[config.mk]
export PLATFORM = sky130hd
export DESIGN_NAME = sieie_top
export DESIGN_NICKNAME = d
export VERILOG_FILES = /design/src/sieie_pkg.sv /design/src/sieie_top.sv /design/src/sieie_edge_det.sv
export SDC_FILE = /design/constraint.sdc
export NUM_CORES = 1
export LEC_CHECK = 0
export ABC_AREA = 1
export BUFFER_PORTS_ARGS = -buffer_cell sky130_fd_sc_hd__buf_2
export CELL_PAD_IN_SITES_DETAIL_PLACEMENT = 0
export CELL_PAD_IN_SITES_GLOBAL_PLACEMENT = 2
export CORE_MARGIN = 4
export CORE_UTILIZATION = 25
export CTS_CLUSTER_SIZE = 10
export DETAILED_ROUTE_END_ITERATION = 16
export PLACE_DENSITY_LB_ADDON = 0.05
export SYNTH_ARGS = -nofsm -noshare
export SYNTH_HDL_FRONTEND = slang
export SYNTH_SLANG_ARGS = --single-unit
export TNS_END_PERCENT = 10
[constraint.sdc]
create_clock -name pclk -period 1.4 [get_ports pclk]
set_input_delay 0.14 -clock pclk [delete_from_list [all_inputs] [get_ports pclk]]
set_output_delay 0.14 -clock pclk [all_outputs]
set_load 0.05 [all_outputs]
[src/sieie_pkg.sv]
// package: register map, field layout and codes for the switch input edge interrupt block
package sieie_pkg;
	localparam int SIEIE_NUM_INPUTS = 12;
	localparam int SIEIE_FIELD_W = 2;
	localparam int SIEIE_SEL_W = 24;
	localparam logic [7:0] SIEIE_IDX_SELECT = 8'h25;
	localparam logic [7:0] SIEIE_IDX_STATUS = 8'h40;
	localparam logic [7:0] SIEIE_IDX_CLEAR = 8'h41;
	localparam logic [7:0] SIEIE_IDX_ENABLE = 8'h42;
	localparam logic [7:0] SIEIE_IDX_LEVEL = 8'h43;
	localparam logic [SIEIE_SEL_W-1:0] SIEIE_SELECT_RST = 24'h00_0000;
	localparam logic [SIEIE_NUM_INPUTS-1:0] SIEIE_FLAGS_RST = 12'h000;
	localparam logic [31:0] SIEIE_RDATA_RST = 32'h0000_0000;
	typedef enum logic [1:0] {
		SIEIE_EDGE_NONE,
		SIEIE_EDGE_RISE,
		SIEIE_EDGE_FALL,
		SIEIE_EDGE_BOTH
	} sieie_edge_e;
	// byte address of a register index, word aligned
	function automatic logic [11:0] sieie_addr(input logic [7:0] idx);
		sieie_addr = {2'b00, idx, 2'b00};
	endfunction
endpackage

[src/sieie_top.sv]
// top: APB register file, input synchronisers and interrupt output for twelve switch inputs
`timescale 1ns/1ps
module sieie_top
	import sieie_pkg::*;
(
	// apb clock and reset
	input wire logic pclk,
	input wire logic presetn,
	// apb slave
	input wire logic psel,
	input wire logic penable,
	input wire logic pwrite,
	input wire logic [11:0] paddr,
	input wire logic [31:0] pwdata,
	input wire logic [3:0] pstrb,
	output logic [31:0] prdata,
	output logic pready,
	output logic pslverr,
	// comparator results, asynchronous
	input wire logic [SIEIE_NUM_INPUTS-1:0] threshold_above,
	// interrupt
	output logic irq_n
);
	typedef struct packed {
		logic [SIEIE_NUM_INPUTS-1:0] sync1;
		logic [SIEIE_NUM_INPUTS-1:0] sync2;
		logic [SIEIE_SEL_W-1:0] select;
		logic [SIEIE_NUM_INPUTS-1:0] status;
		logic [SIEIE_NUM_INPUTS-1:0] enable;
		logic [31:0] rdata;
		logic ready;
		logic slverr;
		logic irq_n;
	} sieie_top_s;
	sieie_top_s st_reg;
	sieie_top_s st_next;
	logic [SIEIE_NUM_INPUTS-1:0] hits;

	// register map, word aligned, byte address is four times the index:
	//   select (25h): twelve 2-bit edge-select fields, read-write, reset zero
	//   status (40h): sticky edge flags, read only
	//   clear  (41h): write one to drop a status flag, reads zero
	//   enable (42h): per-input interrupt enable, read-write, reset zero
	//   level  (43h): synchronised comparator levels, read only
	// any other address answers with an error and reads zero
	//
	// bus timing:
	//   the first access-phase edge is taken, ready follows one cycle later
	//   a write lands on the taken edge, so a read right after sees it
	//   ready, error and read data stand for exactly one cycle
	//   read data is forced to zero outside that cycle
	//
	// input path:
	//   two synchroniser flops, then the detector flop, then the status flop
	//   status and the interrupt level move on the same edge
	//   an input change shows on the interrupt three edges after it is sampled
	//
	// limitations:
	//   a pulse shorter than one clock may be lost in the synchroniser
	//   a level already high at reset release is seen as a rising edge,
	//   because the previous sample starts low; software should clear status
	//   after it programs the select fields if that matters
	//   status flags set whatever the enables say, enables only gate the pin
	//
	// trade-off:
	//   the wait state keeps the decode off the output path, so every bus
	//   output leaves a flop; it costs one cycle per transfer

	// zero-extend the flag set onto the data bus
	function automatic logic [31:0] sieie_word(input logic [SIEIE_NUM_INPUTS-1:0] f);
		sieie_word = {{(32-SIEIE_NUM_INPUTS){1'b0}}, f};
	endfunction

	// zero-extend the select fields onto the data bus
	function automatic logic [31:0] sieie_sel_word(input logic [SIEIE_SEL_W-1:0] s);
		sieie_sel_word = {{(32-SIEIE_SEL_W){1'b0}}, s};
	endfunction

	// one detector per input, fed from its own field
	for (genvar n = 0; n < SIEIE_NUM_INPUTS; n++) begin : g_det
		sieie_edge_det u_det (
			.pclk(pclk),
			.presetn(presetn),
			.level(st_reg.sync2[n]),
			.edge_select(st_reg.select[SIEIE_FIELD_W*n +: SIEIE_FIELD_W]),
			.edge_hit(hits[n])
		);
	end

	// merge write data under byte strobes
	function automatic logic [31:0] sieie_merge(input logic [31:0] old, input logic [31:0] wd,
		input logic [3:0] strb);
		logic [31:0] r;
		r = old;
		for (int b = 0; b < 4; b++) begin
			if (strb[b]) begin
				r[8*b +: 8] = wd[8*b +: 8];
			end
		end
		sieie_merge = r;
	endfunction

	// bus access, status set/clear and interrupt level
	always_comb begin
		logic access;
		logic wr;
		logic [31:0] w;
		logic [SIEIE_NUM_INPUTS-1:0] clr;
		access = 1'b0;
		wr = 1'b0;
		w = '0;
		clr = '0;
		st_next = st_reg;
		// two-flop synchroniser; only the second stage is read
		st_next.sync1 = threshold_above;
		st_next.sync2 = st_reg.sync1;
		// one wait state: ready rises one cycle into the access phase
		access = psel & penable & ~st_reg.ready;
		wr = access & pwrite;
		st_next.ready = access;
		st_next.slverr = 1'b0;
		st_next.rdata = SIEIE_RDATA_RST;
		if (access) begin
			case (paddr)
				// edge-select fields; the top byte has no storage
				sieie_addr(SIEIE_IDX_SELECT): begin
					if (wr) begin
						// strobes keep untouched lanes, so one byte can be patched
						w = sieie_merge(sieie_sel_word(st_reg.select), pwdata, pstrb);
						st_next.select = w[SIEIE_SEL_W-1:0];
					end else begin
						st_next.rdata = sieie_sel_word(st_reg.select);
					end
				end
				// sticky flags; writes are dropped, clearing goes through its own word
				sieie_addr(SIEIE_IDX_STATUS): begin
					if (!wr) begin
						st_next.rdata = sieie_word(st_reg.status);
					end
				end
				// write-one-to-clear, nothing to read back
				sieie_addr(SIEIE_IDX_CLEAR): begin
					if (wr) begin
						w = sieie_merge(32'h0000_0000, pwdata, pstrb);
						clr = w[SIEIE_NUM_INPUTS-1:0];
					end
				end
				sieie_addr(SIEIE_IDX_ENABLE): begin
					if (wr) begin
						w = sieie_merge(sieie_word(st_reg.enable), pwdata, pstrb);
						st_next.enable = w[SIEIE_NUM_INPUTS-1:0];
					end else begin
						st_next.rdata = sieie_word(st_reg.enable);
					end
				end
				// live levels after the synchroniser, never the raw pins
				sieie_addr(SIEIE_IDX_LEVEL): begin
					if (!wr) begin
						st_next.rdata = sieie_word(st_reg.sync2);
					end
				end
				default: st_next.slverr = 1'b1; // unmapped: error, reads zero
			endcase
		end
		// a new edge in the clearing cycle stays set
		st_next.status = (st_reg.status & ~clr) | hits;
		// level output, low while any enabled flag stands
		st_next.irq_n = ~|(st_next.status & st_reg.enable);
	end

	// state register
	always_ff @(posedge pclk or negedge presetn) begin
		if (!presetn) begin
			st_reg <= '0;
			st_reg.select <= SIEIE_SELECT_RST;
			st_reg.status <= SIEIE_FLAGS_RST;
			st_reg.enable <= SIEIE_FLAGS_RST;
			st_reg.irq_n <= 1'b1;
		end else begin
			st_reg <= st_next;
		end
	end

	assign prdata = st_reg.rdata;
	assign pready = st_reg.ready;
	assign pslverr = st_reg.slverr;
	assign irq_n = st_reg.irq_n;
endmodule

[src/sieie_edge_det.sv]
// per-input edge detector steered by a 2-bit edge-select code
`timescale 1ns/1ps
module sieie_edge_det
	import sieie_pkg::*;
(
	// clock and reset
	input wire logic pclk,
	input wire logic presetn,
	// synchronised comparator level and its select code
	input wire logic level,
	input wire logic [1:0] edge_select,
	// one-cycle event
	output logic edge_hit
);
	typedef struct packed {
		logic prev;
		logic hit;
	} sieie_det_s;
	sieie_det_s st_reg;
	sieie_det_s st_next;

	// compare current sample with the previous one
	always_comb begin
		st_next = st_reg;
		st_next.prev = level;
		case (sieie_edge_e'(edge_select))
			SIEIE_EDGE_NONE: st_next.hit = 1'b0;
			SIEIE_EDGE_RISE: st_next.hit = level & ~st_reg.prev;
			SIEIE_EDGE_FALL: st_next.hit = ~level & st_reg.prev;
			SIEIE_EDGE_BOTH: st_next.hit = level ^ st_reg.prev;
			default: st_next.hit = 1'b0;
		endcase
	end

	// prev starts low, so a level high at reset release counts as rising
	always_ff @(posedge pclk or negedge presetn) begin
		if (!presetn) begin
			st_reg <= '0;
		end else begin
			st_reg <= st_next;
		end
	end

	assign edge_hit = st_reg.hit;
endmodule

==> results of run 1 <==
## final cells by class
cell class              instances  area share, %
clock buffers                  18           5.79
clock inverters                14           3.26
inverters                      86           4.36
multi-input cells             329           24.9
flip-flops and latches        123           41.6
well taps                     275           4.65
repair buffers                155           15.4
## placed cells by master, fill, tap and decap left out, drive strengths merged
cell type and count:
ha 24, bufinv 6, a211oi 6, clkinvlp 1
a21oi 24, nand3 28, clkbuf 18, nand2 124
mux2 12, clkinv 4, dfstp 1, dlygate4sd3 30
o21ai 49, inv 89, conb 8, buf 125
dfrtp 122, nand4 3, nor3 13, nor2 38
## cell families after synthesis
family | Yosys count | synth area share (%)
and+or+nand+nor | 206 | 16.5
buffers and inverters | 130 | 11.7
DFF | 123 | 56.1
AOI/OAI and AO/OA | 79 | 7.48
adders and majority gates | 24 | 5.48
muxes | 12 | 2.60
other | 1 | 0.0684
## stage by stage
step                setup slack (ns)  hold WS, ns  TNS, ns
finish                        -0.208      0.00713    -1.92
global route                  -0.343       0.0174    -6.76
CTS                           -0.228      0.00133   -0.989
detailed placement            -0.239       0.0712    -5.47
global placement              -0.237       0.0707    -5.67
floorplan                     -0.134       -0.156    -1.85
## power groups by stage
stage | sequential (uW) | clock [uW] | combinational, uW
after CTS | 3650 | 5200 | 500
after detailed placement | 3710 | 0 | 426
after floorplan | 3710 | 0 | 165
after global routing | 3660 | 5370 | 561
after global placement | 3710 | 0 | 422
final | 3650 | 5070 | 494
## worst register-to-register path: stages (launching register included)
cell	delay (ns)
dfrtp_2	0.40
inv_2	0.06
nand4_1	0.18
buf_4	0.22
nor2_2	0.09
nand3_2	0.09
nand2_1	0.07
nand2_1	0.06
nand2_1	0.07
nand2_2	0.08
nor2_1	0.09
nand2_1	0.07
nor2_2	0.08
## layer usage
layer / track usage (%) / vias up / part of all wire [%]
met5: 0 / - / 0
met4: 3.88 / 0 / 1.5
met3: 3.38 / 16 / 3.4
met2: 22.4 / 63 / 49
met1: 17.0 / 1996 / 46
li1: - / 2047 / -
## final timing paths
check | start | endpoint | slack [ns] | depth (start not counted)
min | pwdata[11] | st_reg[46]$_DFFE_PN0P_ | 0.007 | 3
min reg2reg | st_next[90]$_DFF_PN0_ | st_reg[90]$_DFF_PN0_ | 0.35 | 0
max in group asynchronous | presetn | irq_n$_DFF_PN1_ | 0.67 | 3
max | pready$_DFF_PN0_ | irq_n$_DFF_PN1_ | -0.21 | 12
min in group asynchronous | presetn | st_next[90]$_DFF_PN0_ | 0.18 | 2
max reg2reg | pready$_DFF_PN0_ | irq_n$_DFF_PN1_ | -0.21 | 12
## repair_timing
item / in CTS / in global routing
buffers inserted: 1 / 2
pin swaps: 5 / 11
setup endpoints to repair: 35 / 41
hold endpoints to repair: 152 / 0
hold buffers: 30 / 0
cloned: 0 / 0
resized for setup: 6 / 22
==> summary.md, run 1 <==
| Metric | Value |
|---|---|
| Fin Clk Skew | `0.00794 ns` |
| Vias in the first global route | `4428` |
| Post-detail-place hpwl | `11400 um` |
| ANT cells | `0` |
| Setup crit end kind | `register` |
| Vias/cell | `4.12` |
| Peak Freq | `622 MHz` |
| Flops & latches, synth | `123` |
| List of most frequent post-synthesis cells | `dfrtp_1 (122), nand2_1 (121), inv_1 (82), o21ai_0 (39), nor2_1 (34)` |
| Tot Pwr | `9210 uW` |
| FFs w/ async S/R, synth | `100%` |
| Top delay family on crit path | `simple AND/OR/NAND/NOR gates` |
| Tmin final | `1.61 ns` |
| Top cell type's share of synthesized area | `55.7%` |
| Violated checks | `negative setup slack` |
| Die Wd | `156 um` |
| Max VDD drop | `0.000676 V` |
| Total Routing Usage GR | `13.3%` |
| TritonCTS clock tree | `built` |
| Final number of hold-violating endpoints | `0` |
| Ys Warns | `0` |
| RSZ-0062 raised after global routing | `true` |
| CTS sink cnt | `123` |
| Final setup violation count | `33` |
| Antenna violations before repair | `0` |
| Mean routed wirelength per cell | `15.5 um` |
| CTS Root Buffer Type | `clkbuf_16` |
| Slowest CP cell | `dfrtp_2` |
| Share of power burned in registers | `39.6%` |
| Share of cells above drive strength 1 | `27.9%` |
| CTS clock-pin slew for the worst setup and hold paths | `0.06 ns` |
| Outcome | `complete, but fails checks` |
| Comb power frac | `5.4%` |
| Post-route clock period utilization | `115%` |
| Power Dens Cells | `1240 mW/mm2` |
| H-tree Lvls | `4` |
| Largest net degree at the start of global routing | `37` |
| Layout Nets | `801` |
| Starting density of the core | `25.8%` |
| Routability cong. | `0.747` |
| Area grow syn2layout | `35.1%` |
| First DRT Iteration DRCs | `173` |
| Net Sw Frac | `22.2%` |
| Synthesized area | `0.00548 mm2` |
| Gr ovfl total | `0` |
| Clock power share | `55.0%` |
| Seq/Total Area, Yosys | `56.1%` |
| Inserted Clock Buffers | `17` |
| Die Area | `0.0244 mm2` |
| CP Buf/Inv Count | `2` |
| Overall routed net length | `15500 um` |
| Register Area | `0.00308 mm2` |
| Worst setup SP type | `register` |
| Layout Cells excl Fill | `1000` |
| Max_cap viols | `0` |
| Internal power | `7170 uW` |
| Standard-cell rows | `53` |
| Crit Path Class | `reg2reg` |
| Dpl cells | `935` |
| Area of placed instances | `0.00634 mm2` |
| Remaining design rule violation count | `0` |
| Buffers on Ports | `82` |
| Post-synth EDFFs | `0` |
| Fill cells | `2192` |
| Slew Viols, Final | `0` |
| Post-route cell area | `0.00741 mm2` |
| Biggest area consumer among synthesized cells | `dfrtp_1` |
| Worst skew pair latency | `0.42 ns` |
| Cell mode on critical path | `nand2_1` |
| First-pass GRT wire length | `24600 um` |
| Critical path arrival | `1.96 ns` |
| Synth Area per Inst | `9.54 um2` |
| Final Util | `34.8%` |
| Post-synth top flop | `dfrtp_1` |
| Critical path fanouts, max | `3` |
| Leak | `0.00379 uW` |
| Library cells used by synthesis | `26` |
| Drt first pass iters | `4` |
| Count leader, synth | `dfrtp_1` |
| I/O pins | `100` |
| Worst Hold Class | `in2reg` |
| CP cell instances | `inv_2 > nand4_1 > buf_4 > nor2_2 > nand3_2 > nand2_1 > nand2_1 > nand2_1 > nand2_2 > nor2_1 > nand2_1 > nor2_2` |
| Core area | `0.0213 mm2` |
| Multi-input gate area | `0.00185 mm2` |
| Largest stage delay, worst path | `0.40 ns` |
| Max reg flops | `60` |
| Die height | `156 um` |
| Post-route ant nets | `0` |
| Dominant cells by area after synthesis | `dfrtp_1 (56%), nand2_1 (8.3%), inv_1 (5.6%), ha_1 (5.5%), buf_4 (4.5%)` |
| Post-route setup slack | `-0.208 ns` |
| Via Count | `4122` |
| Worst EP required | `1.75 ns` |
| Switching power | `2040 uW` |
| CTS Buffer Depth | `2` |
| Mapped Cells | `575` |
No activity file was read; power rests on OpenSTA's default activity.
==> inputs of run 2 (changes only) <==
ABC_AREA = default   (was 1)
PLACE_DENSITY_LB_ADDON = 0.25   (was 0.05)
==> run 2 against run 1 <==
  * The run still ends with negative setup slack left
  * Via count fell by 6.3%
  * Critical path depth fell by 7
  * Global-route usage fell by 0.70 points
  * Combinational power rose by 6.5%
  * Die area fell by 1.6%
  * Non-clock buffer count rose by 10
  * Sequential cell count did not move
  * Total power fell by 8.9%
  * Routed wire length fell by 6.0%
  * Clock power fell by 17%
  * Register-to-register slack got worse by 0.49 ns
  * Largest power group unchanged
==> summary.md, run 2 <==
| Metric | Value |
|---|---|
| Max reg flops | `60 (unchanged)` |
| Mapped Cells | `457 (was 575)` |
| RSZ-0062 raised after global routing | `true (unchanged)` |
| Peak Freq | `477 MHz (was 622 MHz)` |
| Largest family of logic cells by synthesized area | `simple AND/OR/NAND/NOR gates (unchanged)` |
| Post-synthesis simple-gate area fraction | `10.6% (was 16.5%)` |
| First-pass GRT wire length | `23200 um (was 24600 um)` |
| CTS clock-pin slew for the worst setup and hold paths | `0.06 ns (about the same)` |
| Slowest CP cell | `or4_4 (was dfrtp_2)` |
| Met3 Wirelength | `705 um (was 527 um)` |
| CTS Root Buffer Type | `clkbuf_16 (unchanged)` |
| Fin Clk Skew | `0.00648 ns (was 0.00794 ns)` |
| Total Routing Usage GR | `12.6% (was 13.3%)` |
| Worst hold slack | `0.0330 ns (was 0.00713 ns)` |
| Flops & latches, synth | `123 (unchanged)` |
| Seq/Total Area, Yosys | `57.1% (was 56.1%)` |
| Worst Hold Class | `in2reg (unchanged)` |
| Tmin final | `2.10 ns (was 1.61 ns)` |
| Top cell type's share of synthesized area | `56.7% (was 55.7%)` |
| Worst setup SP type | `register (unchanged)` |
| Layout Nets | `695 (was 801)` |
| Max VDD drop | `0.000732 V (was 0.000676 V)` |
| Core area | `0.0211 mm2 (was 0.0213 mm2)` |
| Via Count | `3863 (was 4122)` |
| Synth Area per Inst | `11.8 um2 (was 9.54 um2)` |
| Synth Area in Adders | `5.57% (was 5.48%)` |
| Buffers on Ports | `82 (unchanged)` |
| Compound-Gate Fraction of Synth Area | `9.12% (was 7.48%)` |
| Inserted Clock Buffers | `17 (unchanged)` |
| TritonCTS clock tree | `built (unchanged)` |
| Met2 routed WL | `6880 um (was 7670 um)` |
| Top delay family on crit path | `simple AND/OR/NAND/NOR gates (unchanged)` |
| Starting density of the core | `25.6% (was 25.8%)` |
| FFs w/ async S/R, synth | `100% (unchanged)` |
| Worst EP required | `1.76 ns (was 1.75 ns)` |
| CP cell instances | `nand4b_1 > or4_4 > or4b_4 > a211oi_2 > and4b_1 (was inv_2 > nand4_1 > buf_4 > nor2_2 > nand3_2 > nand2_1 > nand2_1 > nand2_1 > nand2_2 > nor2_1 > nand2_1 > nor2_2)` |
| Critical path fanouts, max | `3 (unchanged)` |
| Setup crit end kind | `register (unchanged)` |
| CTS sink cnt | `123 (unchanged)` |
| Least-Margin Pin Slew | `0.524 ns` |
| Die Area | `0.0240 mm2 (was 0.0244 mm2)` |
| Post-detail-place hpwl | `10300 um (was 11400 um)` |
| Xor/xnor share of the synthesized area | `0% (unchanged)` |
| Setup TNS | `-27.44 ns (was -1.92 ns)` |
| Final number of hold-violating endpoints | `0 (unchanged)` |
| Slew headroom | `65.1%` |
| Post-route setup slack | `-0.698 ns (was -0.208 ns)` |
| Mean routed wirelength per cell | `16.3 um (was 15.5 um)` |
| Violated checks | `negative setup slack (unchanged)` |
| Critical path arrival | `2.45 ns (was 1.96 ns)` |
| Biggest area consumer among synthesized cells | `dfrtp_1 (unchanged)` |
| First DRT Iteration DRCs | `278 (was 173)` |
| Max_cap viols | `0 (unchanged)` |
| Ys Warns | `0 (unchanged)` |
| Commonest cells after routing, fill and taps aside | `dfrtp_1 (121), buf_2 (80), nand2_1 (48) (was dfrtp_1 (121), nand2_1 (117), buf_2 (80))` |
| Largest stage delay, worst path | `0.53 ns (was 0.40 ns)` |
| Power Dens Cells | `1100 mW/mm2 (was 1240 mW/mm2)` |
| Synthesized area | `0.00539 mm2 (was 0.00548 mm2)` |
| Post-route ant nets | `0 (unchanged)` |
| CP Buf/Inv Count | `0 (was 2)` |
| List of most frequent post-synthesis cells | `dfrtp_1 (122), nand2_1 (48), inv_1 (40), mux2_2 (35), buf_4 (32) (was dfrtp_1 (122), nand2_1 (121), inv_1 (82), o21ai_0 (39), nor2_1 (34))` |
| Drt first pass iters | `7 (was 4)` |
| Share of cells above drive strength 1 | `38.3% (was 27.9%)` |
| I/O pins | `100 (unchanged)` |
| Largest net degree at the start of global routing | `38 (was 37)` |
| Post-route clock period utilization | `150% (was 115%)` |
| Post-synth top flop | `dfrtp_1 (unchanged)` |
| Routability cong. | `0.789 (was 0.747)` |
| CTS Buffer Depth | `2 (unchanged)` |
| Slew Viols, Final | `0 (unchanged)` |
| Overall routed net length | `14600 um (was 15500 um)` |
| Area grow syn2layout | `41.0% (was 35.1%)` |
| Post-synth EDFFs | `0 (unchanged)` |
| Die Wd | `155 um (was 156 um)` |
| Top layer in use | `met4 (unchanged)` |
| Leak | `0.00373 uW (was 0.00379 uW)` |
| Crit Path Class | `reg2reg (unchanged)` |
| Worst skew pair latency | `0.42 ns (about the same)` |
| Vias/cell | `4.32 (was 4.12)` |
| Standard-cell rows | `53 (unchanged)` |
| Remaining design rule violation count | `0 (unchanged)` |
| Outcome | `complete, but fails checks (unchanged)` |
| Vias in the first global route | `4159 (was 4428)` |
| Die height | `155 um (was 156 um)` |
| Mux share of post-synthesis cell area | `9.57% (was 2.60%)` |
| Library cells used by synthesis | `41 (was 26)` |
| Antenna violations before repair | `1 (was 0)` |
| Commonest non-fill, non-tap cell in the layout | `dfrtp_1 (unchanged)` |
| Gr ovfl total | `0 (unchanged)` |
| Final setup violation count | `72 (was 33)` |
| WL met1 | `6770 um (was 7060 um)` |
| Count leader, synth | `dfrtp_1 (unchanged)` |
| H-tree Lvls | `4 (unchanged)` |
| Dominant cells by area after synthesis | `dfrtp_1 (57%), mux2_2 (7.3%), ha_1 (5.6%), buf_4 (4.5%), nand2_1 (3.3%) (was dfrtp_1 (56%), nand2_1 (8.3%), inv_1 (5.6%), ha_1 (5.5%), buf_4 (4.5%))` |
[run 2: cell types whose count changed after synthesis, sizes merged, moves of 10 or more]
cell	before	now
o21ai	49	23
nor2b	0	10
nor2	38	6
a222oi	0	12
mux2i	0	11
and3	0	12
inv	86	40
mux2	12	36
a21oi	24	13
nand2	124	48
nand3	28	2
[run 2: repair_timing]
| action | CTS | global route |
|---|---|---|
| resized for setup | 55 | 14 |
| endpoints found under the hold margin | 68 | 0 |
| setup endpoints to repair | 72 | 75 |
| hold buffers | 35 | 0 |
| setup buffers | 1 | 2 |
| pin swaps | 17 | 8 |
[run 2: path summary, 6_finish.rpt]
path	depth (start not counted)	endpoint	from	slack, ns
max	5	irq_n$_DFF_PN1_	pready$_DFF_PN0_	-0.70
min reg2reg	0	st_reg[94]$_DFF_PN0_	st_next[94]$_DFF_PN0_	0.34
max in group asynchronous	3	pready$_DFF_PN0_	presetn	0.61
max reg2reg	5	irq_n$_DFF_PN1_	pready$_DFF_PN0_	-0.70
min	2	st_reg[36]$_DFFE_PN0P_	pwdata[1]	0.03
min in group asynchronous	2	g_det[7].u_det.st_reg[1]$_DFF_PN0_	presetn	0.22
[run 2: layout make-up]
cell class                      instances  area [um2]
Multi-Input combinational cell        259        2200
Antenna cell                            1        2.50
Fill cell                            2119       13500
Timing Repair Buffer                  165        1250
Clock inverter                         13         120
Clock buffer                           19         453
Tap cell                              275         344
Inverter                               40         150
Sequential cell                       123        3080
[run 2: kinds of logic after synthesis]
| logic type | count (synthesis) |
|---|---|
| simple gates | 106 |
| mux | 47 |
| other cells | 1 |
| compound gates | 74 |
| buf+inv | 82 |
| flops | 123 |
| fa+ha+maj | 24 |
[run 2: metal layers]
metal	up-vias	GRT usage, %
met2	85	20.4
met1	1906	16.2
met5	-	0
li1	1855	-
met4	0	4.79
met3	17	3.58
[run 2: metrics by stage]
step | utilization, % | cell area, um2 | setup slack [ns] | total power (uW) | instances
after floorplan | - | 5470 | -0.768 | 3890 | 464
after global routing | 36.0 | 7600 | -0.788 | 8740 | 895
after global placement | 30.2 | 6360 | -0.952 | 4140 | 824
final | 36.0 | 7600 | -0.698 | 8400 | 895
after CTS | 35.7 | 7520 | -0.760 | 8530 | 892
after detailed placement | 30.2 | 6360 | -0.882 | 4150 | 824
[run 2: worst register-to-register path, stage by stage, from the launching register on]
cell,delay (ns)
dfrtp_2,0.39
nand4b_1,0.26
or4_4,0.53
or4b_4,0.49
a211oi_2,0.17
and4b_1,0.20
[run 2: power breakdown]
part           switching, uW  internal, uW  total [uW]
sequential              36.6          3620        3650
clock                   1680          2540        4220
combinational            293           233         526
total                   2010          6390        8400
